File: config.mk
export PLATFORM = sky130hd
export DESIGN_NAME = slf_cells
export DESIGN_NICKNAME = d
export VERILOG_FILES = /design/src/rtl/slf_pkg.sv /design/src/rtl/slf_cells.sv /design/src/rtl/slf_sync.sv
export SDC_FILE = /design/constraint.sdc
export NUM_CORES = 1
export LEC_CHECK = 0
export BUFFER_PORTS_ARGS = -buffer_cell sky130_fd_sc_hd__buf_2
export CAP_MARGIN = 20
export CORE_MARGIN = 5
export CORE_UTILIZATION = 50
export DETAILED_ROUTE_END_ITERATION = 12
export PLACE_DENSITY_LB_ADDON = 0.05
export SLEW_MARGIN = 20
export SYNTH_ARGS = -nofsm -noshare
export SYNTH_HDL_FRONTEND = slang
export SYNTH_HIERARCHICAL = 1
export SYNTH_SLANG_ARGS = --single-unit
export TNS_END_PERCENT = 1
File: constraint.sdc
create_clock -name clk -period 2.8 [get_ports clk]
set_clock_uncertainty 0.15 [all_clocks]
set_input_delay 0.14 -clock clk [delete_from_list [all_inputs] [get_ports clk]]
set_output_delay 0.14 -clock clk [all_outputs]
set_load 0.05 [all_outputs]
File: src/rtl/slf_pkg.sv
// constants shared by the storage cell emulation block
package slf_pkg;

    // ************************************************************
    // synchroniser
    // ************************************************************
    localparam int SLF_SYNC_STAGES = 3; // shift stages ahead of the agreement flop

    // ************************************************************
    // reset values of stored levels
    // ************************************************************
    localparam logic SLF_RST_Q = 1'b0;  // true output after reset
    localparam logic SLF_RST_QN = 1'b1; // inverted output after reset

    // ************************************************************
    // bit positions in the sampled input vector
    // ************************************************************
    localparam int SLF_LAT_D = 0;   // transparent latch data
    localparam int SLF_LAT_G = 1;   // transparent latch gate
    localparam int SLF_LAT_GN = 2;  // transparent latch gate complement
    localparam int SLF_DLAT_D = 3;  // driven latch data
    localparam int SLF_DLAT_G = 4;  // driven latch gate
    localparam int SLF_CLAT_CN = 5; // clearable latch clear, low active
    localparam int SLF_CLAT_D = 6;  // clearable latch data
    localparam int SLF_CLAT_G = 7;  // clearable latch gate
    localparam int SLF_CLAT_GN = 8; // clearable latch gate complement
    localparam int SLF_BFF_D = 9;   // basic flop data
    localparam int SLF_BFF_CK = 10; // basic flop true clock
    localparam int SLF_BFF_CKN = 11; // basic flop clock complement
    localparam int SLF_CFF_CN = 12; // clearable flop clear, low active
    localparam int SLF_CFF_D = 13;  // clearable flop data
    localparam int SLF_CFF_CK = 14; // clearable flop true clock
    localparam int SLF_CFF_CKN = 15; // clearable flop clock complement
    localparam int SLF_PCR_D = 16;  // preset/clear flop data
    localparam int SLF_PCR_CK = 17; // preset/clear flop clock
    localparam int SLF_PCR_PN = 18; // preset/clear flop preset, low active
    localparam int SLF_PCR_CN = 19; // preset/clear flop clear, low active
    localparam int SLF_TPD_IN = 20; // two-phase driver input
    localparam int SLF_NUM_IN = 21; // width of the sampled vector

endpackage : slf_pkg

File: src/rtl/slf_cells.sv
// sampled emulation of the latch, flop and two-phase clock cells
// Function
// - latch follows data while gate high
// - driven latch makes its own gate complement
// - clearable latch forced low by clear
// - basic flop captures on true clock fall
// - flops hold value while clock stopped
// - clear forces q low, q_n high
// - preset/clear flop captures on rising edge
// - preset forces high, clear alone forces low (both together give q and q_n high)
`timescale 1ns/1ps
`default_nettype none
module slf_cells (
    input wire logic clk,            // system clock, 100 MHz
    input wire logic resetn,         // async reset, low active
    input wire logic lat_d,          // transparent latch data
    input wire logic lat_gate,       // transparent latch gate
    input wire logic lat_gate_n,     // transparent latch gate complement
    output logic lat_q,              // transparent latch true out
    output logic lat_q_n,            // transparent latch inverted out
    input wire logic dlat_d,         // driven latch data
    input wire logic dlat_gate,      // driven latch single gate
    output logic dlat_q,             // driven latch true out
    output logic dlat_q_n,           // driven latch inverted out
    input wire logic clat_clear_n,   // clearable latch clear, low active
    input wire logic clat_d,         // clearable latch data
    input wire logic clat_gate,      // clearable latch gate
    input wire logic clat_gate_n,    // clearable latch gate complement
    output logic clat_q,             // clearable latch true out
    output logic clat_q_n,           // clearable latch inverted out
    input wire logic bff_d,          // basic flop data
    input wire logic bff_cell_clock_true, // basic flop true clock
    input wire logic bff_cell_clock_n,    // basic flop clock complement
    output logic bff_q,              // basic flop out
    input wire logic cff_clear_n,    // clearable flop clear, low active
    input wire logic cff_d,          // clearable flop data
    input wire logic cff_cell_clock_true, // clearable flop true clock
    input wire logic cff_cell_clock_n,    // clearable flop clock complement
    output logic cff_q,              // clearable flop true out
    output logic cff_q_n,            // clearable flop inverted out
    input wire logic pcr_d,          // preset/clear flop data
    input wire logic pcr_clock,      // preset/clear flop single clock
    input wire logic pcr_preset_n,   // preset, low active
    input wire logic pcr_clear_n,    // clear, low active
    output logic pcr_q,              // preset/clear flop true out
    output logic pcr_q_n,            // preset/clear flop inverted out
    input wire logic tpd_in,         // two-phase driver input
    output logic phase_one_out,      // first phase, follows input
    output logic phase_two_out       // second phase, complement of input
);
    import slf_pkg::*;

    // ************************************************************
    // edge helpers
    // ************************************************************
    // falling edge between two sampled levels
    function automatic logic slf_fell(input logic prev, input logic now);
        return prev & ~now;
    endfunction : slf_fell

    // rising edge between two sampled levels
    function automatic logic slf_rose(input logic prev, input logic now);
        return ~prev & now;
    endfunction : slf_rose

    // ************************************************************
    // pin sampling
    // ************************************************************
    logic [SLF_NUM_IN-1:0] raw_in;  // all cell pins gathered
    logic [SLF_NUM_IN-1:0] s_in;    // filtered levels
    logic [SLF_NUM_IN-1:0] prev_ff; // levels one cycle earlier
    logic dlat_gate_n_int;          // generated gate complement

    assign raw_in[SLF_LAT_D] = lat_d;
    assign raw_in[SLF_LAT_G] = lat_gate;
    assign raw_in[SLF_LAT_GN] = lat_gate_n;
    assign raw_in[SLF_DLAT_D] = dlat_d;
    assign raw_in[SLF_DLAT_G] = dlat_gate;
    assign raw_in[SLF_CLAT_CN] = clat_clear_n;
    assign raw_in[SLF_CLAT_D] = clat_d;
    assign raw_in[SLF_CLAT_G] = clat_gate;
    assign raw_in[SLF_CLAT_GN] = clat_gate_n;
    assign raw_in[SLF_BFF_D] = bff_d;
    assign raw_in[SLF_BFF_CK] = bff_cell_clock_true;
    assign raw_in[SLF_BFF_CKN] = bff_cell_clock_n;
    assign raw_in[SLF_CFF_CN] = cff_clear_n;
    assign raw_in[SLF_CFF_D] = cff_d;
    assign raw_in[SLF_CFF_CK] = cff_cell_clock_true;
    assign raw_in[SLF_CFF_CKN] = cff_cell_clock_n;
    assign raw_in[SLF_PCR_D] = pcr_d;
    assign raw_in[SLF_PCR_CK] = pcr_clock;
    assign raw_in[SLF_PCR_PN] = pcr_preset_n;
    assign raw_in[SLF_PCR_CN] = pcr_clear_n;
    assign raw_in[SLF_TPD_IN] = tpd_in;

    // every pin is foreign to clk, so all pass the filter alike;
    // data and clock share one pipeline and keep their relation
    slf_sync #(
        .WIDTH(SLF_NUM_IN)
    ) slf_sync_i (
        .clk(clk),
        .resetn(resetn),
        .async_in(raw_in),
        .sync_out(s_in)
    );

    // previous levels for edge detection
    always_ff @(posedge clk or negedge resetn) begin
        if (!resetn) begin
            prev_ff <= '0;
        end else begin
            prev_ff <= s_in;
        end
    end

    // ************************************************************
    // transparent latch
    // ************************************************************
    logic lat_q_ff;  // stored level
    logic lat_qn_ff; // stored complement

    // open only while the gate pair reads high/low; else hold
    always_ff @(posedge clk or negedge resetn) begin
        if (!resetn) begin
            lat_q_ff <= SLF_RST_Q;
            lat_qn_ff <= SLF_RST_QN;
        end else if (s_in[SLF_LAT_G] && !s_in[SLF_LAT_GN]) begin
            lat_q_ff <= s_in[SLF_LAT_D];
            lat_qn_ff <= ~s_in[SLF_LAT_D];
        end
    end

    // ************************************************************
    // latch with its own clock driver
    // ************************************************************
    logic dlat_q_ff;  // stored level
    logic dlat_qn_ff; // stored complement

    // the complement phase is made here, so it cannot be misdriven
    assign dlat_gate_n_int = ~s_in[SLF_DLAT_G];

    // same behaviour as the plain latch
    always_ff @(posedge clk or negedge resetn) begin
        if (!resetn) begin
            dlat_q_ff <= SLF_RST_Q;
            dlat_qn_ff <= SLF_RST_QN;
        end else if (s_in[SLF_DLAT_G] && !dlat_gate_n_int) begin
            dlat_q_ff <= s_in[SLF_DLAT_D];
            dlat_qn_ff <= ~s_in[SLF_DLAT_D];
        end
    end

    // ************************************************************
    // clearable latch
    // ************************************************************
    logic clat_q_ff;  // stored level
    logic clat_qn_ff; // stored complement

    // clear overrides gate and data
    always_ff @(posedge clk or negedge resetn) begin
        if (!resetn) begin
            clat_q_ff <= SLF_RST_Q;
            clat_qn_ff <= SLF_RST_QN;
        end else if (!s_in[SLF_CLAT_CN]) begin
            clat_q_ff <= SLF_RST_Q;
            clat_qn_ff <= SLF_RST_QN;
        end else if (s_in[SLF_CLAT_G] && !s_in[SLF_CLAT_GN]) begin
            clat_q_ff <= s_in[SLF_CLAT_D];
            clat_qn_ff <= ~s_in[SLF_CLAT_D];
        end
    end

    // ************************************************************
    // basic falling-edge flop
    // ************************************************************
    logic bff_q_ff; // stored level

    // only the true clock is watched; the complement pin is trusted
    // to mirror it, a broken pair is not detected
    always_ff @(posedge clk or negedge resetn) begin
        if (!resetn) begin
            bff_q_ff <= SLF_RST_Q;
        end else if (slf_fell(prev_ff[SLF_BFF_CK], s_in[SLF_BFF_CK])) begin
            bff_q_ff <= s_in[SLF_BFF_D];
        end
        // no edge: value kept for any length of stopped clock
    end

    // ************************************************************
    // clearable falling-edge flop
    // ************************************************************
    logic cff_q_ff;  // stored level
    logic cff_qn_ff; // stored complement

    // clear wins over any clock edge
    always_ff @(posedge clk or negedge resetn) begin
        if (!resetn) begin
            cff_q_ff <= SLF_RST_Q;
            cff_qn_ff <= SLF_RST_QN;
        end else if (!s_in[SLF_CFF_CN]) begin
            cff_q_ff <= SLF_RST_Q;
            cff_qn_ff <= SLF_RST_QN;
        end else if (slf_fell(prev_ff[SLF_CFF_CK], s_in[SLF_CFF_CK])) begin
            cff_q_ff <= s_in[SLF_CFF_D];
            cff_qn_ff <= ~s_in[SLF_CFF_D];
        end
        // stopped clock holds state
    end

    // ************************************************************
    // preset/clear rising-edge flop
    // ************************************************************
    logic pcr_q_ff;  // true output state
    logic pcr_qn_ff; // inverted output state

    // asynchronous controls beat the clock
    always_ff @(posedge clk or negedge resetn) begin
        if (!resetn) begin
            pcr_q_ff <= SLF_RST_Q;
            pcr_qn_ff <= SLF_RST_QN;
        end else begin
            case ({s_in[SLF_PCR_PN], s_in[SLF_PCR_CN]})
                2'b00: begin
                    pcr_q_ff <= 1'b1;
                    pcr_qn_ff <= 1'b1;
                end
                2'b01: begin
                    pcr_q_ff <= 1'b1;
                    pcr_qn_ff <= 1'b0;
                end
                2'b10: begin
                    pcr_q_ff <= 1'b0;
                    pcr_qn_ff <= 1'b1;
                end
                default: begin
                    if (slf_rose(prev_ff[SLF_PCR_CK], s_in[SLF_PCR_CK])) begin
                        pcr_q_ff <= s_in[SLF_PCR_D];
                        pcr_qn_ff <= ~s_in[SLF_PCR_D];
                    end else if (pcr_q_ff == pcr_qn_ff) begin
                        // leaving the both-high state with no edge:
                        // keep q, repair its complement
                        pcr_qn_ff <= ~pcr_q_ff;
                    end
                end
            endcase
        end
    end

    // ************************************************************
    // two-phase clock driver
    // ************************************************************
    logic p1_ff; // first phase
    logic p2_ff; // second phase

    // phases follow the input and its complement; which one goes to
    // the true clock pin picks the active edge of the driven cell
    always_ff @(posedge clk or negedge resetn) begin
        if (!resetn) begin
            p1_ff <= SLF_RST_Q;
            p2_ff <= SLF_RST_QN;
        end else begin
            p1_ff <= s_in[SLF_TPD_IN];
            p2_ff <= ~s_in[SLF_TPD_IN];
        end
    end

    // ************************************************************
    // outputs
    // ************************************************************
    assign lat_q = lat_q_ff;
    assign lat_q_n = lat_qn_ff;
    assign dlat_q = dlat_q_ff;
    assign dlat_q_n = dlat_qn_ff;
    assign clat_q = clat_q_ff;
    assign clat_q_n = clat_qn_ff;
    assign bff_q = bff_q_ff;
    assign cff_q = cff_q_ff;
    assign cff_q_n = cff_qn_ff;
    assign pcr_q = pcr_q_ff;
    assign pcr_q_n = pcr_qn_ff;
    assign phase_one_out = p1_ff;
    assign phase_two_out = p2_ff;

endmodule : slf_cells
`default_nettype wire

File: src/rtl/slf_sync.sv
// three-stage pin synchroniser with agreement filter
`timescale 1ns/1ps
`default_nettype none
module slf_sync #(
    parameter int WIDTH = 1 // number of pins
) (
    input wire logic clk,                 // system clock
    input wire logic resetn,              // async reset, low active
    input wire logic [WIDTH-1:0] async_in, // raw pins
    output logic [WIDTH-1:0] sync_out     // filtered, stable levels
);
    import slf_pkg::*;

    // ************************************************************
    // stage flops
    // ************************************************************
    logic [WIDTH-1:0] s1_ff; // metastable stage, read only by s2_ff
    logic [WIDTH-1:0] s2_ff; // second stage
    logic [WIDTH-1:0] s3_ff; // third stage
    logic [WIDTH-1:0] out_ff; // accepted level

    // shift chain; stage one feeds nothing but stage two
    always_ff @(posedge clk or negedge resetn) begin
        if (!resetn) begin
            s1_ff <= '0;
            s2_ff <= '0;
            s3_ff <= '0;
        end else begin
            s1_ff <= async_in;
            s2_ff <= s1_ff;
            s3_ff <= s2_ff;
        end
    end

    // a change counts only once stages two and three agree
    always_ff @(posedge clk or negedge resetn) begin
        if (!resetn) begin
            out_ff <= '0;
        end else begin
            out_ff <= (s2_ff & s3_ff) | (out_ff & (s2_ff | s3_ff));
        end
    end

    assign sync_out = out_ff;

endmodule : slf_sync
`default_nettype wire

# Word level (Yosys, flattened, before mapping)
# Index checks and enable logic that the tools add are counted.
dict set report word_totals {
  ff_bits 115
  latchBits 0
  ram_bits 0
  mem_bits_ro 0
  input_bits 23
  out_inout_bits 13
  mem_count 0
}
dict set report op_classes {
  addsub 0
  multipliers 0
  div_mod_pow 0
  order_cmp 0
  eq_ne 5
  n_shift 0
  n_mux 13
  bitwise 17
  reduce_logical 9
}
# op count
set ops {}
lappend ops {{$and A21 B21 Y21} 2}
lappend ops {{$or A21 B21 Y21} 2}
lappend ops {{$mux W1} 11}
lappend ops {{$not A1 Y1} 10}
lappend ops {{$ne A2 B2 Y1 const B} 2}
lappend ops {{$pmux W1 S2} 2}
lappend ops {{$reduce_bool A4 Y1} 1}
lappend ops {{$reduce_or A2 Y1} 2}
lappend ops {{$and A1 B1 Y1} 3}
lappend ops {{$reduce_bool A3 Y1} 1}
lappend ops {{$eq A2 B1 Y1 const B} 1}
lappend ops {{$eq A2 B2 Y1 const B} 1}
lappend ops {{$logic_and A1 B1 Y1} 2}
lappend ops {{$logic_not A1 Y1} 2}
lappend ops {{$logic_not A2 Y1} 1}
lappend ops {{$eq A1 B1 Y1} 1}

# Depth between registers and ports, before layout
# Gate-level depths: netlist of run 1.
dict set report depth {
  word_depth 4
  mapped_depth 3
}

# Cells and area by module
# Netlist of run 1, hierarchy kept.
# mod instances cells_per_inst area_per_inst_um2 seq_area_each_um2
set by_module_without_submodules {}
lappend by_module_without_submodules {slf_sync 1 105 2338.5 2102.0}
lappend by_module_without_submodules {slf_cells 1 43 615.6 407.9}

# Worst setup path before layout of run 1
# Ideal clock, no wire load.
dict set report synth_path {
  path_type {flip-flop to flip-flop}
  startpoint {register pcr_q_ff, in the netlist pcr_q}
  endpoint {register pcr_qn_ff, in the netlist pcr_q_n}
  setup_ns 0.077
  arrival_ns 0.947
  required_time_ns 2.573
  setup_slack_ns 1.626
  stages_incl_launch_ff 3
  n_path_buf 0
  period_less_slack_ns 1.174
  path_cell_list {dfrtp_1 -> mux2i_1 -> a21o_1}
}
dict set report synth_via {
  elab_chain_cells 4
}
# item line
set synth_lines {}
lappend synth_lines {{start: declaration} slf_cells.sv:213} ;# logic pcr_q_ff;
lappend synth_lines {{start signal: assignment} slf_cells.sv:237} ;# pcr_q_ff <= s_in[SLF_PCR_D];
lappend synth_lines {{$not A1 Y1} slf_cells.sv:242} ;# pcr_qn_ff <= ~pcr_q_ff;
lappend synth_lines {{$mux W1} slf_cells.sv:239} ;# end else if (pcr_q_ff == pcr_qn_ff) begin
lappend synth_lines {{$mux W1} slf_cells.sv:236} ;# if (slf_rose(prev_ff[SLF_PCR_CK], s_in[SLF_PCR_CK])) begin
lappend synth_lines {{$pmux W1 S2} slf_cells.sv:222} ;# case ({s_in[SLF_PCR_PN], s_in[SLF_PCR_CN]})
lappend synth_lines {{end signal: assignment} slf_cells.sv:238} ;# pcr_qn_ff <= ~s_in[SLF_PCR_D];
lappend synth_lines {{end signal: assignment} slf_cells.sv:242}
lappend synth_lines {{end: declaration} slf_cells.sv:214} ;# logic pcr_qn_ff;
# Parallel ways exist; a longest one is shown, timed or not. The select of a mux whose other input is x is not followed.
# A chain may end at the register's enable or synchronous reset.

# Worst setup path in the final report of run 1
dict set report layout_path {
  startpoint {register lat_qn_ff, in the netlist lat_q_n}
  endpoint {output lat_q_n}
}
# item line
set layout_rtl {}
lappend layout_rtl {{start: declaration} slf_cells.sv:120} ;# logic lat_qn_ff;
lappend layout_rtl {{start signal: assignment} slf_cells.sv:129} ;# lat_qn_ff <= ~s_in[SLF_LAT_D];
lappend layout_rtl {{end: declaration} slf_cells.sv:20} ;# output logic lat_q_n,
# No word-level cell between the ends.

==> results of run 1 <==
-- path summary, 6_finish.rpt --
path / from / to / slack, ps / cells past startpoint
setup / recovery: lat_q_n$_DFFE_PN1P_ / lat_q_n / 1370 / 1
hold / removal: slf_sync_i/s1_ff[17]$_DFF_PN0_ / slf_sync_i/s2_ff[17]$_DFF_PN0_ / 200 / 0
setup reg to reg: slf_sync_i/sync_out[10]$_DFF_PN0_ / bff_q$_DFFE_PN0P_ / 1670 / 2
hold reg to reg: slf_sync_i/s1_ff[17]$_DFF_PN0_ / slf_sync_i/s2_ff[17]$_DFF_PN0_ / 200 / 0
max in group asynchronous: resetn / slf_sync_i/s3_ff[9]$_DFF_PN0_ / 1710 / 2
min in group asynchronous: resetn / slf_sync_i/sync_out[6]$_DFF_PN0_ / 260 / 2
-- metal layers --
metal | routed length [um] | global-route usage | vias to the layer above
li1 | - | - | 581
met1 | 1400 | 0.142 | 651
met2 | 1730 | 0.176 | 25
met3 | 161 | 0.0365 | 9
met4 | 76 | 0.0746 | 0
met5 | 0 | 0 | -
-- final cells by class --
class | instances | area share
Timing Repair Buffer | 53 | 0.109
Clock inverter | 7 | 0.0296
Sequential cell | 92 | 0.676
Inverter | 3 | 0.00329
Tap cell | 72 | 0.0264
Multi-Input combinational cell | 43 | 0.120
Clock buffer | 9 | 0.0362
-- state kept, by name (all words and copies together) (netlist names), 3 cells and up --
name                 flops
prev_ff                  3
slf_sync_i/s2_ff        19
slf_sync_i/s3_ff        19
slf_sync_i/s1_ff        19
slf_sync_i/sync_out     19
-- stage by stage --
step | utilization | area [um^2] | hold WS, ps | cells | setup WS, ps
after floorplan | - | 2730 | -306 | 138 | 1630
after global placement | 0.553 | 2990 | 97.8 | 243 | 1610
after detailed placement | 0.553 | 2990 | 99.4 | 243 | 1540
after CTS | 0.632 | 3410 | 206 | 279 | 1350
after global routing | 0.632 | 3420 | 214 | 279 | 1310
final | 0.632 | 3420 | 204 | 279 | 1370
-- power breakdown --
part           total [mW]  internal, mW  switching [mW]
Combinational       0.274         0.104           0.170
Sequential           1.50          1.44          0.0561
Clock               0.943         0.507           0.436
==> results.ini, run 1 <==
[clock_network]
post_cts_buffers = 0
ctsHtreeMaxLevel = 3
clock_sinks = 92
cts_hold_buf = 20
cts_resized = 0
clockBufferDepth = 2
cts-root-buf = clkbuf_8
cts_buffers = 9
path_clk_slew_ps = 90
clk_latency_ps = 340
cts_tree = yes

[sta]
slew-limit-headroom = 0.490
worst_slew_pin_slew_ps = 765
hold_violations = 0
finalCritPeriodShare = 0.510
setup_tns_ps = 0
finalCriticalPeriod_ps = 1430
rsz0062_at_grt = no
slew_viol_final = 0
timing.fmax_mhz = 701
finalSetupViolations = 0

[yosys]
syn_area_per_cell_um2 = 19.8
synth_fp_nets = 161
synth_warnings = 6
syn_area_mm2 = 0.00273
syn_inst = 138

[final_layout]
most-common-layout-cells = dfrtp_1 (86), buf_2 (32), dlygate4sd3_1 (20), maj3_2 (19), clkbuf_8 (9)
area_growth_pct = 25.1
drive_gt1_frac = 0.391
antenna-diode-count = 0
nets = 225
register_area_mm2 = 0.00231
final_common_cell = dfrtp_1
multi_input_area_um2 = 410
fillCellCount = 410

[critical_path]
path_cells = buf_2
cp_max_fo = 2
cp_num_buf_inv = 1
worstPathArrival_ps = 1140
crit_family = flip-flops
cpMaxStageDelayCell = dfstp_2
worst-endpoint-required_ps = 2510
crit_path_end_kind = output pin
critPathKind = reg -> out
cp_slowest_stage_delay_ps = 540
start_kind = flip-flop

[grt]
grt_pass1_vias = 1412
grt_use_total = 0.116
antenna_found_initial = 0
grt_max_degree = 93
grt_overflow = 0
grt_pass1_wl_um = 6330

[detailed_routing]
drtPass1Iterations = 2
drt_iter0_markers = 50
antenna_left = 0
dr_total_vias = 1266
wl_per_cell_um = 12.1
drc_errors = 0
routed_wl_um = 3360
vias_per_cell = 4.54

[floorplanning]
fp.coreArea_mm2 = 0.00541
rows = 27
io_pins = 36
die_area_mm2 = 0.00704
die_h_um = 83.9
die_w_um = 83.9
start_util = 0.505

[place]
io_buffer_count = 33
dp_hpwl_um = 2100
finalWeightedCongestion = 0.668

[pwr]
irDropWorstVdd_mv = 0.388
p_total_mw = 2.71
p_leak_nw = 1.55
powerDensity_mw_per_mm2 = 794

[job]
maxCapViolCount = 0

[outcome]
status = finished clean

[min_path]
hp-class = reg -> reg

Note: power is estimated with default switching activity, not from simulation.
==> inputs of run 2 (changes only) <==
Clock period 2.8 ns to 1.29 ns, I/O delays scaled along.
==> run 2 against run 1 <==
Against the previous run: worst setup slack got worse by 1300 ps; count of clock-buffer cells in the layout grew 1; clock power up 140%; via count is 0.71% lower; first-iteration DRC count is 22% higher; non-clock buffer count up 4; sequential cell count did not move.
==> results.ini, run 2 (same netlist as run 1, synthesis figures left out) <==
[outcome]
status = finished clean  ; unchanged

[critical_path]
r2r-end = bff_q$_DFFE_PN0P_  ; unchanged
cpMaxStageDelayCell = dfstp_2  ; unchanged
crit_path_end_kind = output pin  ; unchanged
start_kind = flip-flop  ; unchanged
crit_family = flip-flops  ; unchanged
worst-endpoint-required_ps = 1080  ; was 2510 ps
worstRegToRegCells = 2  ; unchanged
regToRegStartpoint = slf_sync_i/sync_out[10]$_DFF_PN0_  ; unchanged
path_cells = buf_8  ; was buf_2
rrSetupSlack_ps = 140  ; was 1670 ps
cp_max_fo = 2  ; unchanged
worstPathArrival_ps = 1040  ; was 1140 ps
cp_num_buf_inv = 1  ; unchanged
cp_slowest_stage_delay_ps = 560  ; was 540 ps
critPathKind = reg -> out  ; unchanged

[clock_network]
clock_sinks = 92  ; unchanged
clockBufferDepth = 2  ; unchanged
ctsHtreeMaxLevel = 3  ; unchanged
cts-root-buf = clkbuf_8  ; unchanged
cts_buffers = 9  ; unchanged
path_clk_slew_ps = 80  ; was 90 ps
cts_tree = yes  ; unchanged
clk_latency_ps = 340  ; about the same

[sta]
worst_slew_pin_slew_ps = 407  ; was 765 ps
finalSetupViolations = 0  ; unchanged
finalCritPeriodShare = 0.970
hold_violations = 0  ; unchanged
timing.fmax_mhz = 799
rsz0062_at_grt = yes  ; was no
fin_hold_ws_ps = 36.4  ; was 204 ps
finalCriticalPeriod_ps = 1250
slew-limit-headroom = 0.729  ; was 0.490
slew_viol_final = 0  ; unchanged

[grt]
grt_use_total = 0.116  ; about the same
grt_overflow = 0  ; unchanged
antenna_found_initial = 0  ; unchanged
grt_pass1_vias = 1396  ; was 1,412
grt_pass1_wl_um = 6200  ; was 6330 um
grt_max_degree = 28  ; was 93

[floorplanning]
die_w_um = 83.9  ; unchanged
fp.coreArea_mm2 = 0.00541  ; unchanged
io_pins = 36  ; unchanged
die_area_mm2 = 0.00704  ; unchanged
die_h_um = 83.9  ; unchanged
rows = 27  ; unchanged
start_util = 0.505  ; unchanged

[detailed_routing]
wl_per_cell_um = 12.1  ; about the same
drc_errors = 0  ; unchanged
drtPass1Iterations = 3  ; was 2
antenna_left = 0  ; unchanged
vias_per_cell = 4.44  ; was 4.54
routed_wl_um = 3430  ; was 3360 um
dr_total_vias = 1257  ; was 1,266
drt_iter0_markers = 61  ; was 50

[final_layout]
fin_util = 0.659  ; was 0.632
nets = 229  ; was 225
most-common-layout-cells = dfrtp_1 (86), buf_2 (26), dlygate4sd3_1 (20), maj3_2 (19), clkbuf_8 (10)  ; was dfrtp_1 (86), buf_2 (32), dlygate4sd3_1 (20), maj3_2 (19), clkbuf_8 (9)
antenna-diode-count = 0  ; unchanged
area_growth_pct = 30.4  ; was 25.1%
final_common_cell = dfrtp_1  ; unchanged
drive_gt1_frac = 0.403  ; was 0.391

[pwr]
power.share.sequential = 0.528  ; was 0.551
p_comb_frac = 0.110  ; was 0.101
p_int_mw = 4.76  ; was 2.05 mW
irDropWorstVdd_mv = 0.915  ; was 0.388 mV
p_leak_nw = 1.62  ; was 1.55 nW
swShare = 0.227  ; was 0.244
p_switching_mw = 1.40  ; was 663 uW
pwr-share-clk = 0.362  ; was 0.348
powerDensity_mw_per_mm2 = 1730  ; was 794 mW/mm^2

[place]
finalWeightedCongestion = 0.676  ; was 0.668
dp_hpwl_um = 2280  ; was 2100 um
io_buffer_count = 33  ; unchanged

[min_path]
hp-class = in -> async  ; was reg -> reg

[job]
maxCapViolCount = 0  ; unchanged

run 2: cell count changes in the layout (fill, tap and decap cells not counted):
cell / previous run / this run
buf_12: 0 / 3
buf_2: 32 / 26
clkbuf_8: 9 / 10
buf_4: 0 / 2
clkinv_4: 3 / 1
clkinv_2: 0 / 1
bufinv_16: 2 / 3
buf_8: 0 / 5
clkinvlp_4: 2 / 1
run 2: worst max path at each step:
stage / slack [ps] / from / end / depth (start not counted)
final: 40 / lat_q_n$_DFFE_PN1P_ / lat_q_n / 1
after global placement: 170 / slf_sync_i/sync_out[10]$_DFF_PN0_ / bff_q$_DFFE_PN0P_ / 2
after detailed placement: 140 / slf_sync_i/sync_out[10]$_DFF_PN0_ / bff_q$_DFFE_PN0P_ / 2
after global routing: -20 / lat_q_n$_DFFE_PN1P_ / lat_q_n / 1
after floorplan: 120 / pcr_q$_DFFE_PN0P_ / pcr_q_n$_DFFE_PN1P_ / 2
after CTS: 2 / pcr_q_n$_DFFE_PN1P_ / pcr_q_n / 1
run 2: repair_timing:
item                                    CTS  global route
resized for setup                        11             6
setup buffers                             0             1
hold endpoints to repair                107             0
cloned                                    0             0
endpoints found under the setup margin    6             6
hold buffers                             20             0
run 2: cell type report:
type	count	area [um^2]
tap	72	90.1
clock inverter	6	111
multi-input combinational	43	410
sequential	92	2310
fill	373	1840
inverter	3	11.3
timing repair buffer	57	492
clock buffer	10	138
run 2: metrics by stage:
stage	instances	cell area (um^2)	worst slack, ps	total power, mW	TNS [ps]
4_1_cts	282	3530	1.67	6.24	0
6_report	283	3560	38.7	6.17	0
5_1_grt	283	3560	-18.7	6.47	-34.6
3_5_place_dp	246	3050	145	3.89	0
3_3_place_gp	246	3050	174	3.87	0
2_1_floorplan	138	2730	116	3.67	0
run 2: routing by layer:
layer / share of wire / up-vias / wire length, um / global-route usage
li1: - / 594 / - / -
met2: 0.48 / 24 / 1650 / 0.169
met5: 0 / - / 0 / 0
met1: 0.44 / 632 / 1520 / 0.144
met4: 0.021 / 0 / 72 / 0.0746
met3: 0.054 / 7 / 184 / 0.0474
run 2: power by group through the flow:
stage	logic (mW)	registers, mW	clock network [mW]
after CTS	0.664	3.25	2.32
after global placement	0.572	3.29	0
after detailed placement	0.586	3.30	0
final	0.681	3.25	2.23
after global routing	0.730	3.29	2.45
after floorplan	0.153	3.52	0
==> inputs of run 3 (changes only) <==
--- a/config.mk
+++ b/config.mk
@@ -13,2 +13,3 @@
 export PLACE_DENSITY_LB_ADDON = 0.05
+export SKIP_CTS_REPAIR_TIMING = 1
 export SLEW_MARGIN = 20
--- a/constraint.sdc
+++ b/constraint.sdc
@@ -4,2 +4,2 @@
 set_output_delay 0.0645 -clock clk [all_outputs]
-set_load 0.05 [all_outputs]
+set_load 0.005 [all_outputs]
==> run 3 against run 2 <==
Against the previous run: non-clock buffer count down 1; power decreased by 4.9%; die area stayed put; global-route usage is 0.38 points lower; via count grew 0.16%; final area shrank 1.8%; worst hold slack about the same; critical path depth did not move; combinational power is 42% lower; critical endpoint is now dlat_q_n; highest routed layer unchanged.
==> results.ini, run 3 (same netlist as run 1, synthesis figures left out) <==
[clock_network]
path_clk_slew_ps = 80  ; about the same
cts_tree = yes  ; unchanged
cts-root-buf = clkbuf_8  ; unchanged
ctsHtreeMaxLevel = 3  ; unchanged
cts_buffers = 9  ; unchanged
clk_latency_ps = 340  ; about the same
clockBufferDepth = 2  ; unchanged
clock_sinks = 92  ; unchanged

[sta]
slew_viol_final = 0  ; unchanged
finalCritPeriodShare = 0.924  ; was 0.970
fin_hold_ws_ps = 36.7  ; was 36.4 ps
slew-limit-headroom = 0.729  ; about the same
worst_slew_pin_slew_ps = 407  ; about the same
timing.fmax_mhz = 839  ; was 799 MHz
hold_violations = 0  ; unchanged
finalSetupViolations = 0  ; unchanged
finalCriticalPeriod_ps = 1190  ; was 1250 ps
setup_tns_ps = 0  ; unchanged
rsz0062_at_grt = no  ; was yes

[final_layout]
fin_cells = 282  ; was 283
most-common-layout-cells = dfrtp_1 (86), buf_2 (32), dlygate4sd3_1 (20), maj3_2 (19), clkbuf_8 (10)  ; was dfrtp_1 (86), buf_2 (26), dlygate4sd3_1 (20), maj3_2 (19), clkbuf_8 (10)
register_area_mm2 = 0.00231  ; unchanged
area_growth_pct = 28.1  ; was 30.4%
multi_input_area_um2 = 410  ; unchanged
nets = 228  ; was 229
final_common_cell = dfrtp_1  ; unchanged
fillCellCount = 385  ; was 373
drive_gt1_frac = 0.400  ; was 0.403
antenna-diode-count = 0  ; unchanged
fin_area_mm2 = 0.00350  ; was 0.00356 mm^2

[place]
io_buffer_count = 33  ; unchanged
placed_cell_area_mm2 = 0.00305  ; unchanged
dp.cells = 246  ; unchanged
finalWeightedCongestion = 0.676  ; unchanged
dp_hpwl_um = 2280  ; unchanged

[grt]
grt_pass1_vias = 1338  ; was 1,396
grt_use_total = 0.113  ; was 0.116
antenna_found_initial = 0  ; unchanged
grt_pass1_wl_um = 5960  ; was 6200 um
grt_overflow = 0  ; unchanged
grt_max_degree = 28  ; unchanged

[critical_path]
regToRegStartpoint = slf_sync_i/sync_out[10]$_DFF_PN0_  ; unchanged
r2r-end = bff_q$_DFFE_PN0P_  ; unchanged
critPathKind = reg -> out  ; unchanged
worst-path-stages = 1  ; unchanged
rrSetupSlack_ps = 140  ; about the same
critPathCapture = dlat_q_n  ; was lat_q_n
cpMaxStageDelayCell = dfstp_2  ; unchanged
start_kind = flip-flop  ; unchanged
startpoint = dlat_q_n$_DFFE_PN1P_  ; was lat_q_n$_DFFE_PN1P_
path_cells = buf_2  ; was buf_8
crit_path_end_kind = output pin  ; unchanged
cp_num_buf_inv = 1  ; unchanged
worstRegToRegCells = 2  ; unchanged
worstPathArrival_ps = 980  ; was 1040 ps
cp_slowest_stage_delay_ps = 530  ; was 560 ps
crit_family = flip-flops  ; unchanged
worst-endpoint-required_ps = 1080  ; about the same
cp_max_fo = 2  ; unchanged

[detailed_routing]
antenna_left = 0  ; unchanged
drc_errors = 0  ; unchanged
wl_per_cell_um = 12.3  ; was 12.1 um
vias_per_cell = 4.46  ; was 4.44
dr_total_vias = 1259  ; was 1,257
drtPass1Iterations = 3  ; unchanged
routed_wl_um = 3460  ; was 3430 um
drt_iter0_markers = 38  ; was 61

[floorplanning]
start_util = 0.505  ; unchanged
fp.coreArea_mm2 = 0.00541  ; unchanged
die_h_um = 83.9  ; unchanged
die_area_mm2 = 0.00704  ; unchanged
rows = 27  ; unchanged
die_w_um = 83.9  ; unchanged
io_pins = 36  ; unchanged

[pwr]
p_total_mw = 5.87  ; was 6.17 mW
powerDensity_mw_per_mm2 = 1680  ; was 1730 mW/mm^2
irDropWorstVdd_mv = 0.890  ; was 0.915 mV
p_leak_nw = 1.60  ; was 1.62 nW

[outcome]
status = finished clean  ; unchanged

[min_path]
hp-class = in -> async  ; unchanged

[job]
maxCapViolCount = 0  ; unchanged

## run 3: changes by cell type in the layout (fill, tap and decap cells not counted), sizes merged
cell	delta
buf	-1
## run 3: layout make-up
type	instances	share of cell area
tap	72	0.0258
timing repair buffer	56	0.122
sequential	92	0.660
inverter	3	0.00322
clock inverter	6	0.0318
clock buffer	10	0.0393
multi-input combinational	43	0.117
## run 3: how the worst min path moves through the flow
stage / start / end / cells past startpoint
floorplan: resetn / bff_q$_DFFE_PN0P_ / 0
global placement: resetn / slf_sync_i/sync_out[6]$_DFF_PN0_ / 1
detailed placement: resetn / slf_sync_i/sync_out[6]$_DFF_PN0_ / 1
CTS: resetn / slf_sync_i/sync_out[6]$_DFF_PN0_ / 1
global route: resetn / slf_sync_i/sync_out[6]$_DFF_PN0_ / 2
finish: resetn / slf_sync_i/sync_out[6]$_DFF_PN0_ / 2
## run 3: metrics by stage
stage,util,setup WS (ps)
finish,0.647,97.7
global route,0.647,33.5
CTS,0.610,63.4
detailed placement,0.564,145
global placement,0.564,174
floorplan,-,205
## run 3: layer usage
metal	track usage	routed length [um]	share of wire
met5	0	0	0
met4	0.0746	72	0.021
met3	0.0474	192	0.055
met2	0.161	1670	0.48
met1	0.140	1530	0.44
## run 3: where the power goes
| group | switching [mW] | internal, mW | total [mW] | leakage [nW] |
|---|---|---|---|---|
| registers | 0.118 | 3.12 | 3.24 | 1.07 |
| clock network | 0.893 | 1.34 | 2.23 | 0.122 |
| logic | 0.153 | 0.241 | 0.394 | 0.403 |
